--- src/ckgcfg_pkg.sv ---
// How it works
// - Answer only target address 0x69 sent after each start, direction flag in LSB.
// - Write is address, ack, register pointer byte, ack, then acked data bytes, stop.
// - Data line changes only while the serial clock is low, except start/stop.
// - Data falling with clock high is start; data rising with clock high is stop.
// - Device pulls data low on the ninth clock of every byte it receives.
// - Multi-byte writes store each byte and advance the pointer until stop.
// - A read starts like a write but with the direction flag set to one.
// - Pointer stays one past last accessed location; current read returns next one.
// - Read address is acked, a byte is sent; no ack plus stop ends sending.
// - Pointer-only write then repeated start loads the pointer and stores nothing.
// - Master ack after a read byte advances the pointer and sends the next byte.
// - Pointer wraps from 0xff to 0x00.
// - Reads and writes work at serial rates up to 400 kbit/s.
// - Registers take defaults at power-up; written values are volatile.
// - Each of three outputs selects one of four sources: three synths or reference.
// - Control pin acts as active-low powerdown or as output enable.
// - Pin low in powerdown mode stops the chip; high resumes, with defaults unless keep-alive is set.
// - A disabled output is driven low first, then released onto a weak pull-down.
// - In enable mode each output has its own bit making it follow the pin.
// - Keep-alive retains registers over powerdown; without it they are lost.
// - Only synths two and three have spread modulation, each with its own switch.
package ckgcfg_pkg;
  localparam logic [6:0] TARGET_ADDR   = 7'h69;
  localparam logic [3:0] BYTE_BITS     = 4'h8;
  // Register offsets
  localparam logic [7:0] OFS_SOURCE    = 8'h00;
  localparam logic [7:0] OFS_DRIVE     = 8'h01;
  localparam logic [7:0] OFS_CONTROL   = 8'h02;
  localparam logic [7:0] OFS_OUT_EN    = 8'h03;
  // Reset values
  localparam logic [7:0] RST_SOURCE    = 8'h24;
  localparam logic [7:0] RST_DRIVE     = 8'h00;
  localparam logic [7:0] RST_CONTROL   = 8'h70;
  localparam logic [7:0] RST_OUT_EN    = 8'h07;
  localparam logic [7:0] RST_OTHER     = 8'h00;
  // Control register fields, then source select field width
  localparam int         CTL_PIN_OE    = 0;
  localparam int         CTL_KEEP      = 1;
  localparam int         CTL_SPREAD2   = 2;
  localparam int         CTL_SPREAD3   = 3;
  localparam int         CTL_SENS_LSB  = 4;
  localparam int         FIELD_W       = 2;
  // Output drive-low hold before release
  localparam int         CLK_PERIOD_NS = 25;
  localparam int         LOW_HOLD_NS   = 100;
  localparam logic [2:0] LOW_HOLD_CYC  =
    3'((LOW_HOLD_NS + CLK_PERIOD_NS - 1) / CLK_PERIOD_NS);
  // Serial clock low phase at 400 kbit/s, in system clocks (rounded down)
  localparam int         SCL_LOW_NS    = 1300;
  localparam int         SCL_LOW_CYC   = SCL_LOW_NS / CLK_PERIOD_NS;
  typedef enum logic [8:0] {
    ST_IDLE  = 9'h001,
    ST_ADDR  = 9'h002,
    ST_AACK  = 9'h004,
    ST_PTR   = 9'h008,
    ST_PACK  = 9'h010,
    ST_WDATA = 9'h020,
    ST_WACK  = 9'h040,
    ST_RDATA = 9'h080,
    ST_RACK  = 9'h100
  } ckgcfg_state_type;
endpackage

--- src/ckgcfg_top.sv ---
`timescale 1ns/1ps
`default_nettype none
module ckgcfg_top (
  // Clock and reset
  input  wire logic       sys_clk,
  input  wire logic       reset_n,
  // Serial bus, open drain data
  input  wire logic       scl_in,
  input  wire logic       sda_in,
  output logic            sda_out,
  output logic            sda_oe,
  // Control pin
  input  wire logic       multifunction_control_pin,
  // Clock sources
  input  wire logic       synth_loop_one,
  input  wire logic       synth_loop_two,
  input  wire logic       synth_loop_three,
  input  wire logic       external_reference_input,
  // Clock outputs and pad controls
  output logic            clock_output_one,
  output logic            clock_output_two,
  output logic            clock_output_three,
  output logic [2:0]      out_drive_en,
  output logic [2:0]      out_pulldown_en,
  output logic [1:0]      drive_one,
  output logic [1:0]      drive_two,
  output logic [1:0]      drive_three,
  // Synthesizer control
  output logic [2:0]      synth_enable,
  output logic            spread_modulation_two_en,
  output logic            spread_modulation_three_en,
  output logic            chip_powerdown
);
  ckgcfg_pkg::ckgcfg_state_type st_q, st_d;
  logic [3:0] cnt_q, cnt_d;
  logic [7:0] sh_q, sh_d;
  logic [7:0] tx_q, tx_d;
  logic [7:0] register_pointer_byte_q, register_pointer_byte_d;
  logic       rw_q, rw_d;
  logic       ack_q, ack_d;
  logic       oe_q, oe_d;
  logic       scl_p_q, sda_p_q;
  logic       wr_en;
  logic       cfg_clear;
  logic [2:0] pins_s;
  logic       scl_s, sda_s, pin_s;
  logic       start_ev, stop_ev, scl_rise, scl_fall;
  logic       pd_active;
  logic [7:0] rd_data;
  logic [7:0] cfg_mem [0:255];
  logic [7:0] reg_src, reg_drv, reg_ctl, reg_en;
  logic [3:0] sources;
  logic [2:0] out_enable;
  logic [2:0] clk_vec;

  // Pins cross into sys_clk; 52+ clocks per low phase at 400 kbit/s
  ckgcfg_sync #(.W(3)) u_sync (
    .sys_clk  (sys_clk),
    .reset_n  (reset_n),
    .async_in ({multifunction_control_pin, sda_in, scl_in}),
    .sync_out (pins_s)
  );
  assign scl_s = pins_s[0];
  assign sda_s = pins_s[1];
  assign pin_s = pins_s[2];

  // Previous synchronised levels for edge detection
  always_ff @(posedge sys_clk or negedge reset_n) begin
    if (!reset_n) begin
      scl_p_q <= 1'b1;
      sda_p_q <= 1'b1;
    end else begin
      scl_p_q <= scl_s;
      sda_p_q <= sda_s;
    end
  end

  // Start and stop only count while the clock stays high
  assign start_ev = scl_s & scl_p_q & sda_p_q & ~sda_s;
  assign stop_ev  = scl_s & scl_p_q & ~sda_p_q & sda_s;
  assign scl_rise = scl_s & ~scl_p_q;
  assign scl_fall = ~scl_s & scl_p_q;

  // Named registers out of the array
  assign reg_src = cfg_mem[ckgcfg_pkg::OFS_SOURCE];
  assign reg_drv = cfg_mem[ckgcfg_pkg::OFS_DRIVE];
  assign reg_ctl = cfg_mem[ckgcfg_pkg::OFS_CONTROL];
  assign reg_en  = cfg_mem[ckgcfg_pkg::OFS_OUT_EN];
  assign rd_data = cfg_mem[register_pointer_byte_q];

  // Powerdown mode with the pin low; keep-alive decides whether state survives
  assign pd_active = ~reg_ctl[ckgcfg_pkg::CTL_PIN_OE] & ~pin_s;
  assign cfg_clear = pd_active & ~reg_ctl[ckgcfg_pkg::CTL_KEEP];

  // Serial state machine: sample on rising, drive on falling clock
  always_comb begin
    st_d  = st_q;
    cnt_d = cnt_q;
    sh_d  = sh_q;
    tx_d  = tx_q;
    rw_d  = rw_q;
    ack_d = ack_q;
    oe_d  = oe_q;
    wr_en = 1'b0;
    register_pointer_byte_d = register_pointer_byte_q;
    if (pd_active) begin
      st_d = ckgcfg_pkg::ST_IDLE;
      oe_d = 1'b0;
    end else if (start_ev) begin
      st_d  = ckgcfg_pkg::ST_ADDR;
      cnt_d = 4'h0;
      oe_d  = 1'b0;
    end else if (stop_ev) begin
      st_d = ckgcfg_pkg::ST_IDLE;
      oe_d = 1'b0;
    end else if (scl_rise) begin
      if (st_q == ckgcfg_pkg::ST_ADDR || st_q == ckgcfg_pkg::ST_PTR ||
          st_q == ckgcfg_pkg::ST_WDATA) begin
        sh_d  = {sh_q[6:0], sda_s};
        cnt_d = cnt_q + 4'h1;
      end else if (st_q == ckgcfg_pkg::ST_RDATA) begin
        cnt_d = cnt_q + 4'h1;
      end else if (st_q == ckgcfg_pkg::ST_RACK) begin
        ack_d = ~sda_s;
      end
    end else if (scl_fall) begin
      unique case (st_q)
        ckgcfg_pkg::ST_ADDR: begin
          if (cnt_q == ckgcfg_pkg::BYTE_BITS) begin
            if (sh_q[7:1] == ckgcfg_pkg::TARGET_ADDR) begin
              st_d = ckgcfg_pkg::ST_AACK;
              oe_d = 1'b1;
              rw_d = sh_q[0];
            end else begin
              st_d = ckgcfg_pkg::ST_IDLE;
            end
          end
        end
        ckgcfg_pkg::ST_AACK: begin
          cnt_d = 4'h0;
          if (rw_q) begin
            tx_d = rd_data;
            oe_d = ~rd_data[7];
            st_d = ckgcfg_pkg::ST_RDATA;
            register_pointer_byte_d = register_pointer_byte_q + 8'h01;
          end else begin
            oe_d = 1'b0;
            st_d = ckgcfg_pkg::ST_PTR;
          end
        end
        ckgcfg_pkg::ST_PTR: begin
          if (cnt_q == ckgcfg_pkg::BYTE_BITS) begin
            register_pointer_byte_d = sh_q;
            st_d = ckgcfg_pkg::ST_PACK;
            oe_d = 1'b1;
          end
        end
        ckgcfg_pkg::ST_PACK, ckgcfg_pkg::ST_WACK: begin
          oe_d  = 1'b0;
          cnt_d = 4'h0;
          st_d  = ckgcfg_pkg::ST_WDATA;
        end
        ckgcfg_pkg::ST_WDATA: begin
          if (cnt_q == ckgcfg_pkg::BYTE_BITS) begin
            wr_en = 1'b1;
            register_pointer_byte_d = register_pointer_byte_q + 8'h01;
            st_d = ckgcfg_pkg::ST_WACK;
            oe_d = 1'b1;
          end
        end
        ckgcfg_pkg::ST_RDATA: begin
          if (cnt_q == ckgcfg_pkg::BYTE_BITS) begin
            oe_d = 1'b0;
            st_d = ckgcfg_pkg::ST_RACK;
          end else begin
            tx_d = {tx_q[6:0], 1'b0};
            oe_d = ~tx_q[6];
          end
        end
        ckgcfg_pkg::ST_RACK: begin
          if (ack_q) begin
            tx_d  = rd_data;
            oe_d  = ~rd_data[7];
            cnt_d = 4'h0;
            st_d  = ckgcfg_pkg::ST_RDATA;
            register_pointer_byte_d = register_pointer_byte_q + 8'h01;
          end else begin
            st_d = ckgcfg_pkg::ST_IDLE;
          end
        end
        default: begin
        end
      endcase
    end
  end

  always_ff @(posedge sys_clk or negedge reset_n) begin
    if (!reset_n) begin
      st_q  <= ckgcfg_pkg::ST_IDLE;
      cnt_q <= 4'h0;
      sh_q  <= 8'h00;
      tx_q  <= 8'h00;
      rw_q  <= 1'b0;
      ack_q <= 1'b0;
      oe_q  <= 1'b0;
      register_pointer_byte_q <= 8'h00;
    end else begin
      st_q  <= st_d;
      cnt_q <= cnt_d;
      sh_q  <= sh_d;
      tx_q  <= tx_d;
      rw_q  <= rw_d;
      ack_q <= ack_d;
      oe_q  <= oe_d;
      register_pointer_byte_q <= register_pointer_byte_d;
    end
  end

  // Open drain: only ever pull low, changed one clock after a falling edge
  assign sda_out = 1'b0;
  assign sda_oe  = oe_q;

  // Volatile array; a powerdown without keep-alive restores every default
  always_ff @(posedge sys_clk or negedge reset_n) begin
    if (!reset_n) begin
      for (int i = 0; i < 256; i++) begin
        cfg_mem[i] <= ckgcfg_pkg::RST_OTHER;
      end
      cfg_mem[ckgcfg_pkg::OFS_SOURCE]  <= ckgcfg_pkg::RST_SOURCE;
      cfg_mem[ckgcfg_pkg::OFS_DRIVE]   <= ckgcfg_pkg::RST_DRIVE;
      cfg_mem[ckgcfg_pkg::OFS_CONTROL] <= ckgcfg_pkg::RST_CONTROL;
      cfg_mem[ckgcfg_pkg::OFS_OUT_EN]  <= ckgcfg_pkg::RST_OUT_EN;
    end else if (cfg_clear) begin
      for (int i = 0; i < 256; i++) begin
        cfg_mem[i] <= ckgcfg_pkg::RST_OTHER;
      end
      cfg_mem[ckgcfg_pkg::OFS_SOURCE]  <= ckgcfg_pkg::RST_SOURCE;
      cfg_mem[ckgcfg_pkg::OFS_DRIVE]   <= ckgcfg_pkg::RST_DRIVE;
      cfg_mem[ckgcfg_pkg::OFS_CONTROL] <= ckgcfg_pkg::RST_CONTROL;
      cfg_mem[ckgcfg_pkg::OFS_OUT_EN]  <= ckgcfg_pkg::RST_OUT_EN;
    end else if (wr_en) begin
      cfg_mem[register_pointer_byte_q] <= sh_q;
    end
  end

  // Per-output crossbar, enable gating and pad stage
  assign sources = {external_reference_input, synth_loop_three,
                    synth_loop_two, synth_loop_one};
  generate
    for (genvar g = 0; g < 3; g++) begin : g_out
      logic [1:0] sel;
      logic       sens;
      assign sel  = reg_src[g*ckgcfg_pkg::FIELD_W +: ckgcfg_pkg::FIELD_W];
      assign sens = reg_ctl[ckgcfg_pkg::CTL_SENS_LSB + g];
      // In enable mode the pin gates this output only if sensitive; in powerdown mode pin low gates every output
      assign out_enable[g] = reg_en[g] & ~pd_active &
        ~(reg_ctl[ckgcfg_pkg::CTL_PIN_OE] & sens & ~pin_s);
      ckgcfg_outstage u_stage (
        .sys_clk     (sys_clk),
        .reset_n     (reset_n),
        .src_clk     (sources[sel]),
        .enable      (out_enable[g]),
        .clk_out     (clk_vec[g]),
        .drive_en    (out_drive_en[g]),
        .pulldown_en (out_pulldown_en[g])
      );
    end
  endgenerate

  assign clock_output_one   = clk_vec[0];
  assign clock_output_two   = clk_vec[1];
  assign clock_output_three = clk_vec[2];
  assign drive_one   = reg_drv[1:0];
  assign drive_two   = reg_drv[3:2];
  assign drive_three = reg_drv[5:4];

  // Spread only exists on synths two and three
  assign spread_modulation_two_en   =
    reg_ctl[ckgcfg_pkg::CTL_SPREAD2] & ~pd_active;
  assign spread_modulation_three_en =
    reg_ctl[ckgcfg_pkg::CTL_SPREAD3] & ~pd_active;
  assign synth_enable   = {3{~pd_active}};
  assign chip_powerdown = pd_active;
endmodule
`default_nettype wire

--- src/ckgcfg_sync.sv ---
`timescale 1ns/1ps
`default_nettype none
module ckgcfg_sync #(
  parameter int W = 1
) (
  // Clock and reset
  input  wire logic         sys_clk,
  input  wire logic         reset_n,
  // Pins
  input  wire logic [W-1:0] async_in,
  output logic      [W-1:0] sync_out
);
  logic [W-1:0] meta_q;
  logic [W-1:0] meta_d;
  logic [W-1:0] sync_q;
  logic [W-1:0] sync_d;

  // Idle bus lines and the control pin rest high, so reset to ones
  always_comb begin
    meta_d = async_in;
    sync_d = meta_q;
  end

  always_ff @(posedge sys_clk or negedge reset_n) begin
    if (!reset_n) begin
      meta_q <= '1;
      sync_q <= '1;
    end else begin
      meta_q <= meta_d;
      sync_q <= sync_d;
    end
  end

  assign sync_out = sync_q;
endmodule
`default_nettype wire

--- src/ckgcfg_outstage.sv ---
`timescale 1ns/1ps
`default_nettype none
module ckgcfg_outstage (
  // Clock and reset
  input  wire logic sys_clk,
  input  wire logic reset_n,
  // Source and control
  input  wire logic src_clk,
  input  wire logic enable,
  // Pad controls
  output logic      clk_out,
  output logic      drive_en,
  output logic      pulldown_en
);
  logic       run_q;
  logic       run_d;
  logic       drv_q;
  logic       drv_d;
  logic [2:0] hold_q;
  logic [2:0] hold_d;

  // Stop the clock first, keep driving low a while, then hand over to pull-down
  always_comb begin
    run_d  = enable;
    hold_d = hold_q;
    drv_d  = drv_q;
    if (enable) begin
      drv_d  = 1'b1;
      hold_d = ckgcfg_pkg::LOW_HOLD_CYC;
    end else if (hold_q != 3'h0) begin
      hold_d = hold_q - 3'h1;
      drv_d  = 1'b1;
    end else begin
      drv_d  = 1'b0;
    end
  end

  always_ff @(posedge sys_clk or negedge reset_n) begin
    if (!reset_n) begin
      run_q  <= 1'b0;
      drv_q  <= 1'b0;
      hold_q <= 3'h0;
    end else begin
      run_q  <= run_d;
      drv_q  <= drv_d;
      hold_q <= hold_d;
    end
  end

  // Gating with a flop keeps the output low while the driver is still on
  assign clk_out     = src_clk & run_q;
  assign drive_en    = drv_q;
  assign pulldown_en = ~drv_q;
endmodule
`default_nettype wire

--- config.mk ---
export PLATFORM = sky130hd
export DESIGN_NAME = ckgcfg_top
export DESIGN_NICKNAME = d
export VERILOG_FILES = /design/src/ckgcfg_pkg.sv /design/src/ckgcfg_top.sv /design/src/ckgcfg_sync.sv /design/src/ckgcfg_outstage.sv
export SDC_FILE = /design/constraint.sdc
export NUM_CORES = 2
export LEC_CHECK = 0
export BUFFER_PORTS_ARGS = -buffer_cell sky130_fd_sc_hd__buf_2
export CELL_PAD_IN_SITES_DETAIL_PLACEMENT = 1
export CELL_PAD_IN_SITES_GLOBAL_PLACEMENT = 2
export CORE_ASPECT_RATIO = 1.5
export CORE_MARGIN = 2
export CORE_UTILIZATION = 40
export DETAILED_ROUTE_END_ITERATION = 8
export PLACE_DENSITY_LB_ADDON = 0.05
export SETUP_SLACK_MARGIN = 0.5
export SLEW_MARGIN = 40
export SYNTH_ARGS = -nofsm -noshare
export SYNTH_HDL_FRONTEND = slang
export SYNTH_HIERARCHICAL = 1
export SYNTH_SLANG_ARGS = --single-unit
--- constraint.sdc ---
create_clock -name sys_clk -period 3.84 [get_ports sys_clk]
set_input_delay 0.768 -clock sys_clk [delete_from_list [all_inputs] [get_ports sys_clk]]
set_output_delay 0.768 -clock sys_clk [all_outputs]
set_load 0.01 [all_outputs]
Word-level counts from Yosys, hierarchy flattened
Cells that the tools add are included.
{ "totals": {"latch_bits": 0, "mem_count": 0, "mem_bits_rw": 0, "input_bits": 9, "register_bits": 2110, "elab_cells": 464, "mem_bits_ro": 0} }
{ "classes": {"add_sub_neg": 5, "n_bitwise": 48, "muxes": 75, "shift": 0, "n_reduce_logical": 28, "n_div": 0, "eq_ne": 26, "n_lt_le_gt_ge": 5, "multipliers": 0} }
{ "op_table": {"columns": ["cell", "n"], "rows": [
  ["$mux W2048", 2],
  ["$bwmux W2048", 1],
  ["$mux W9", 9],
  ["$mux W8", 9],
  ["$bmux W8 S8", 1],
  ["$demux W8 S8", 1],
  ["$pmux W9 S7", 1],
  ["$pmux W8 S4", 1],
  ["$mux W4", 7],
  ["$mux W1", 27],
  ["$and A1 B1 Y1", 26],
  ["$ne A5 B4 Y1 const B", 5],
  ["$mux W3", 7],
  ["$mux W7", 3],
  ["$not A1 Y1", 21],
  ["$pmux W7 S3", 1],
  ["$reduce_and A7 Y1", 3],
  ["$reduce_bool A3 Y1", 5],
  ["$reduce_bool A4 Y1", 3],
  ["$reduce_and A10 Y1", 1],
  ["$reduce_bool A10 Y1", 1],
  ["$eq A9 B2 Y1 const B", 1],
  ["$eq A9 B3 Y1 const B", 1],
  ["$eq A9 B4 Y1 const B", 1],
  ["34 further kinds", 49]
]} }

Longest topological paths before layout
{ "depth": {"depth_word": 12, "ltp_mapped": 14} }

Hierarchy
The synthesis kept the hierarchy.
{ "by_module_without_submodules": {"columns": ["mod", "seq_area_each_um2", "area_per_inst_um2", "instances", "cells_per_inst"], "rows": [
  ["ckgcfg_top", 52288.9, 101961.5, 1, 10967],
  ["ckgcfg_outstage", 125.1, 250.2, 3, 21],
  ["ckgcfg_sync", 157.7, 157.7, 1, 6]
]} }

Least setup slack after synthesis
Ideal clock, no wire load.
{ "synth_path": {"path_type": "reg2reg", "start": "reg register_pointer_byte_q[0]", "end": "reg cfg_mem (netlist bit reg_ctl[2])", "path_buffers": 7, "setup_slack_ps": 613, "t_arrival_ps": 3090, "required_time_ps": 3704, "period_less_slack_ps": 3227, "path_stages_with_launch": 14, "cell_sequence": "dfrtp_1 -> buf_4 -> buf_6 -> buf_4 -> buf_4 -> buf_2 -> buf_2 -> inv_1 -> ha_1 -> nand2_1 -> buf_2 -> nor2_2 -> nand2_1 -> a21oi_1"} }
{ "synth_between": {"elab_chain_len": 8, "word_cells_on_any_way": 9, "classes_between": "order compare: 2; mux: 5; bitwise: 1; reduce/logical: 1"} }
{ "synth_lines": {"columns": ["element", "line_no", "text"], "rows": [
  ["start, declared", "ckgcfg_top.sv:38", "logic [7:0] register_pointer_byte_q, register_pointer_byte_d;"],
  ["start signal, assigned", "ckgcfg_top.sv:215", "register_pointer_byte_q <= register_pointer_byte_d;"],
  ["$not A8 Y9 (implied by the code) (*)", "ckgcfg_top.sv:242", "cfg_mem[register_pointer_byte_q] <= sh_q;"],
  ["$ge A9 B9 Y1 (implied by the code) or $lt A9 B1 Y1 (tied branches)", "ckgcfg_top.sv:242", null],
  ["$logic_and A1 B1 Y1 (implied by the code)", "ckgcfg_top.sv:242", null],
  ["$mux W8 (implied by the code)", "ckgcfg_top.sv:242", null],
  ["$demux W8 S8 (*)", "ckgcfg_top.sv:242", null],
  ["$bwmux W2048 (*)", "ckgcfg_top.sv:242", null],
  ["$mux W2048 (*)", "ckgcfg_top.sv:241", "end else if (wr_en) begin"],
  ["$mux W2048 (*)", "ckgcfg_top.sv:233", "end else if (cfg_clear) begin"],
  ["end signal, assigned by index", "ckgcfg_top.sv:232", "cfg_mem[ckgcfg_pkg::OFS_OUT_EN] <= ckgcfg_pkg::RST_OUT_EN;"],
  ["end signal, assigned by index", "ckgcfg_top.sv:235", "cfg_mem[i] <= ckgcfg_pkg::RST_OTHER;"],
  ["end signal, assigned by index", "ckgcfg_top.sv:242", null],
  ["end, declared", "ckgcfg_top.sv:50", "logic [7:0] cfg_mem [0:255];"]
]} }
Mark *: on every way between the ends. The rest lies on a longest branch, timed or not. The select of a mux whose other input is x is not followed.
A chain may end at the register's enable or synchronous reset.

Worst setup path after layout
{ "layout_path": {"start": "reg register_pointer_byte_q[0]", "end": "reg oe_q (netlist: sda_oe)"} }
{ "layout_between": {"elab_chain_len": 12, "word_cells_on_any_way": 13, "classes_between": "mux: 11; bitwise: 2"} }
{ "layout_lines": {"columns": ["element", "line_no", "text"], "rows": [
  ["$not A8 Y9 (implied by the code) (*)", "ckgcfg_top.sv:89", "assign rd_data = cfg_mem[register_pointer_byte_q];"],
  ["$bmux W8 S8 (*)", "ckgcfg_top.sv:89", null],
  ["$mux W8 (implied by the code) (*) (2 in a row)", "ckgcfg_top.sv:89", null],
  ["$not A1 Y1 (*)", "ckgcfg_top.sv:143, ckgcfg_top.sv:183", null],
  ["$mux W1, on equally long branches", "ckgcfg_top.sv:181, ckgcfg_top.sv:141", null],
  ["$pmux W1 S6 (*)", "ckgcfg_top.sv:127", "unique case (st_q)"],
  ["$mux W1 (*)", "ckgcfg_top.sv:126", "end else if (scl_fall) begin"],
  ["$mux W1 (*)", "ckgcfg_top.sv:116", "end else if (scl_rise) begin"],
  ["$mux W1 (*)", "ckgcfg_top.sv:113", "end else if (stop_ev) begin"],
  ["$mux W1 (*)", "ckgcfg_top.sv:109", "end else if (start_ev) begin"],
  ["$mux W1 (*)", "ckgcfg_top.sv:106", "if (pd_active) begin"],
  ["end signal, assigned", "ckgcfg_top.sv:205", "oe_q <= 1'b0;"],
  ["end signal, assigned", "ckgcfg_top.sv:214", "oe_q <= oe_d;"],
  ["end, declared", "ckgcfg_top.sv:41", "logic oe_q, oe_d;"]
]} }
Marks and branches as above.

==> flow_metrics.py <==
metrics = {
    "clock_tree": {
        "htreeDepth": 4,
        "cts.path.max_buffers": 4,
        "path_clk_slew_ns": 0.06,
        "cts_tree": "yes",
        "cts_sinks": 2110,
        "insertion_delay_ns": 0.94,
        "cts_root_buf": "clkbuf_16",
        "cts_made_buffers": 224,
    },
    "synth": {
        "synth_top_cell_by_area": "dfrtp_1",
        "syn_nets": 11100,
        "synthFlopType": "dfrtp_1",
        "syn_avg_cell_area_um2": 9.32,
        "synth-edff-count": 0,
        "synth_top_area_share_pct": 50.9,
        "synthesis.area_um2": 103000,
        "synthTopCellsByArea": "dfrtp_1, nand2_1, mux4_2, a21oi_1, clkbuf_1",
        "synth-seq-cells": 2110,
        "synthCells": 11000,
        "yosysUniqueCellTypes": 77,
        "synth_seq_area_share_pct": 51.3,
        "synth_async_sr_flop_share_pct": 100,
        "ys_warn_count": 6,
    },
    "global_routing": {
        "met1_usage_pct": 43.2,
        "met2_usage_pct": 58.5,
        "grt_start_max_net_pins": 134,
        "grt_pass1_wl_mm": 674,
        "grt_antenna_before_repair": 18,
        "grt.busiest_layer": "met2",
        "grt_usage_pct": 35.3,
        "grt_pass1_vias": 92900,
        "gr-usage-met3_pct": 5.44,
        "grt_overflow": 0,
    },
    "routing": {
        "wire_per_inst_um": 31.5,
        "wl_mm": 462,
        "dr.pass1.iters": 5,
        "drtIter0Drc": 7055,
        "avgViaCountPerCell": 5.95,
        "drc": 0,
        "dr_total_vias": 87400,
        "ant_nets": 0,
    },
    "worst_setup_path": {
        "r2r_slack_ns": 0.47,
        "cp_slowest_stage_delay_ns": 0.53,
        "crit_path_max_fanout": 13,
        "critical_path_class": "reg -> reg",
        "cp_cell_sequence": "buf_4, buf_12, buf_16, buf_12, mux2i_1, a22oi_1, nand2_1, o22ai_1, a211oi_2, buf_4, or3_1, nand4_1, o22ai_1",
        "cp_slowest_cell": "dfrtp_4",
        "startpoint_type": "flop",
        "end_kind": "flop",
        "cp.required_ns": 4.70,
        "crit_arrival_ns": 4.23,
    },
    "timing": {
        "setup_viol": 0,
        "slew_viol_final": 0,
        "rsz0062_at_grt": "true",
        "fin_crit_ns": 3.37,
        "fin_tns_setup_ns": 0,
        "fin_crit_sh_pct": 87.8,
        "hold_viol_final": 0,
        "slew-limit-headroom_pct": 30.8,
        "tightestPinTransition_ns": 1.04,
        "fmax_mhz": 297,
        "whs_ns": 0.363,
        "fin_skew_ns": 0.0448,
    },
    "cells_and_area": {
        "layout_common_cells": "nand2_1, a21oi_1, dfrtp_1, mux4_2, buf_4",
        "nFillCells": 28800,
        "final_common_cell": "nand2_1",
        "utilization_pct": 46.4,
        "drive_above_1_share_pct": 17.5,
        "finalNonFillerCells": 14700,
        "layout.nets": 11200,
        "area_delta_synth_final_pct": 15.6,
    },
    "placed_design": {
        "dp_hpwl_mm": 310,
        "gp_congestion": 0.921,
        "dp_cells": 14200,
        "numPortBuffers": 30,
    },
    "run_status": {
        "run_status": "finished clean",
    },
    "worst_hold_path": {
        "hold_path.class": "reg -> reg",
    },
    "power": {
        "worst_ir_drop_vdd_mv": 0.335,
        "power_frac_clock_pct": 48.7,
        "seqPwrFrac_pct": 48.3,
        "p_int_mw": 35.4,
        "power.density_nw_per_um2": 389,
        "p_switching_mw": 10.8,
        "swShare_pct": 23.4,
        "p_leak_nw": 46.0,
        "power.total_mw": 46.2,
        "p_comb_share_pct": 2.9,
    },
    "die": {
        "coreArea_um2": 256000,
        "ios": 32,
        "fp-row-count": 228,
        "dieArea_um2": 261000,
        "die_w_um": 418,
        "die_h_um": 625,
        "initial_core_util_pct": 40.1,
    },
    "job": {
        "drv_cap": 0,
    },
}
## cell families after synthesis
kind of cell / share of synthesized area [%]
AO/OA/AOI/OAI: 12.5
XOR/XNOR: 0.0341
adder cells (fa/ha/maj): 0.146
buffers and inverters: 3.31
flip-flops: 51.3
multiplexers: 12.3
other: 0.00365
AND/OR/NAND/NOR: 20.4
## final timing paths
check,startpoint,end,cells past startpoint
max in group asynchronous,reset_n,cfg_mem[1200],4
min in group asynchronous,reset_n,cfg_mem[375],2
worst max-delay path,register_pointer_byte_q[0],sda_oe,13
worst min-delay path,u_sync/meta_q[1],u_sync/sync_out[1],0
worst max register to register,register_pointer_byte_q[0],sda_oe,13
worst min register to register,u_sync/meta_q[1],u_sync/sync_out[1],0
## per-stage QoR
step                setup WS (ns)  cell area [um^2]
floorplan                   0.613            103000
global placement           -0.582            110000
detailed placement        -0.0758            110000
CTS                         0.310            118000
global route                0.423            119000
finish                      0.468            119000
## critical path, delay by kind of cell, from the launching register on
kind,cells,cell delay [ns]
multiplexers,1,0.38
AND/OR/NAND/NOR,3,0.42
AO/OA/AOI/OAI,4,1.00
flip-flops,1,0.53
buffers and inverters,5,0.90
## layout make-up
class,instances,area [um^2],share of cell area (%)
inverter,21,86.3,0.0726
clock inverter,65,768,0.646
multi-input combinational,8147,47600,40.0
clock buffer,326,6520,5.48
tap,3335,4170,3.51
sequential,2110,52900,44.5
timing repair buffer,668,6920,5.82
antenna,11,27.5,0.0231
## Yosys cell counts, types with 22 or more instances
master	n
nand2_1	4434
and2_1	22
buf_4	70
nand3_1	44
buf_2	67
clkbuf_1	559
nor2_1	158
mux2_2	29
mux4_2	475
a22oi_1	48
nor2_4	150
o21ai_0	61
nor2b_1	28
a221oi_1	25
nor3_1	24
nand2_2	65
mux2i_1	161
dfrtp_1	2093
buf_1	44
a21oi_1	2106
o22ai_1	49
## power by group through the flow
stage	Sequential (mW)	Clock [mW]	Combinational, mW
floorplan	22.7	0	0.494
global placement	22.7	0	1.33
detailed placement	22.7	0	1.37
CTS	22.3	22.9	1.38
global route	22.3	23.7	1.49
finish	22.3	22.5	1.35
## flip-flops by register name (all words and copies together), names as in the netlist, 4 cells and up
register and cells:
tx_q 7, reg_src 8, reg_drv 8, reg_en 8
reg_ctl 8, cnt_q 4, sh_q 8, register_pointer_byte_q 8
st_q 9, cfg_mem 2016, g_out.u_stage/hold_q 9
## layer usage
metal  up-vias  part of all wire, %
met5         -                0.018
li1      37600                    -
met3      1038                  5.5
met1     46000                   39
met2      2645                   49
met4        12                  7.0
## timing repair
action | 4_1_cts | 5_1_grt
resized for setup | 98 | 106
pin swaps | 6 | 8
gates cloned | 4 | 3
setup endpoints to repair | 668 | 1568
hold buffers | 4 | 0
endpoints found under the hold margin | 44 | 0
buffers inserted | 26 | 46
No activity file was read; power rests on OpenSTA's default activity.
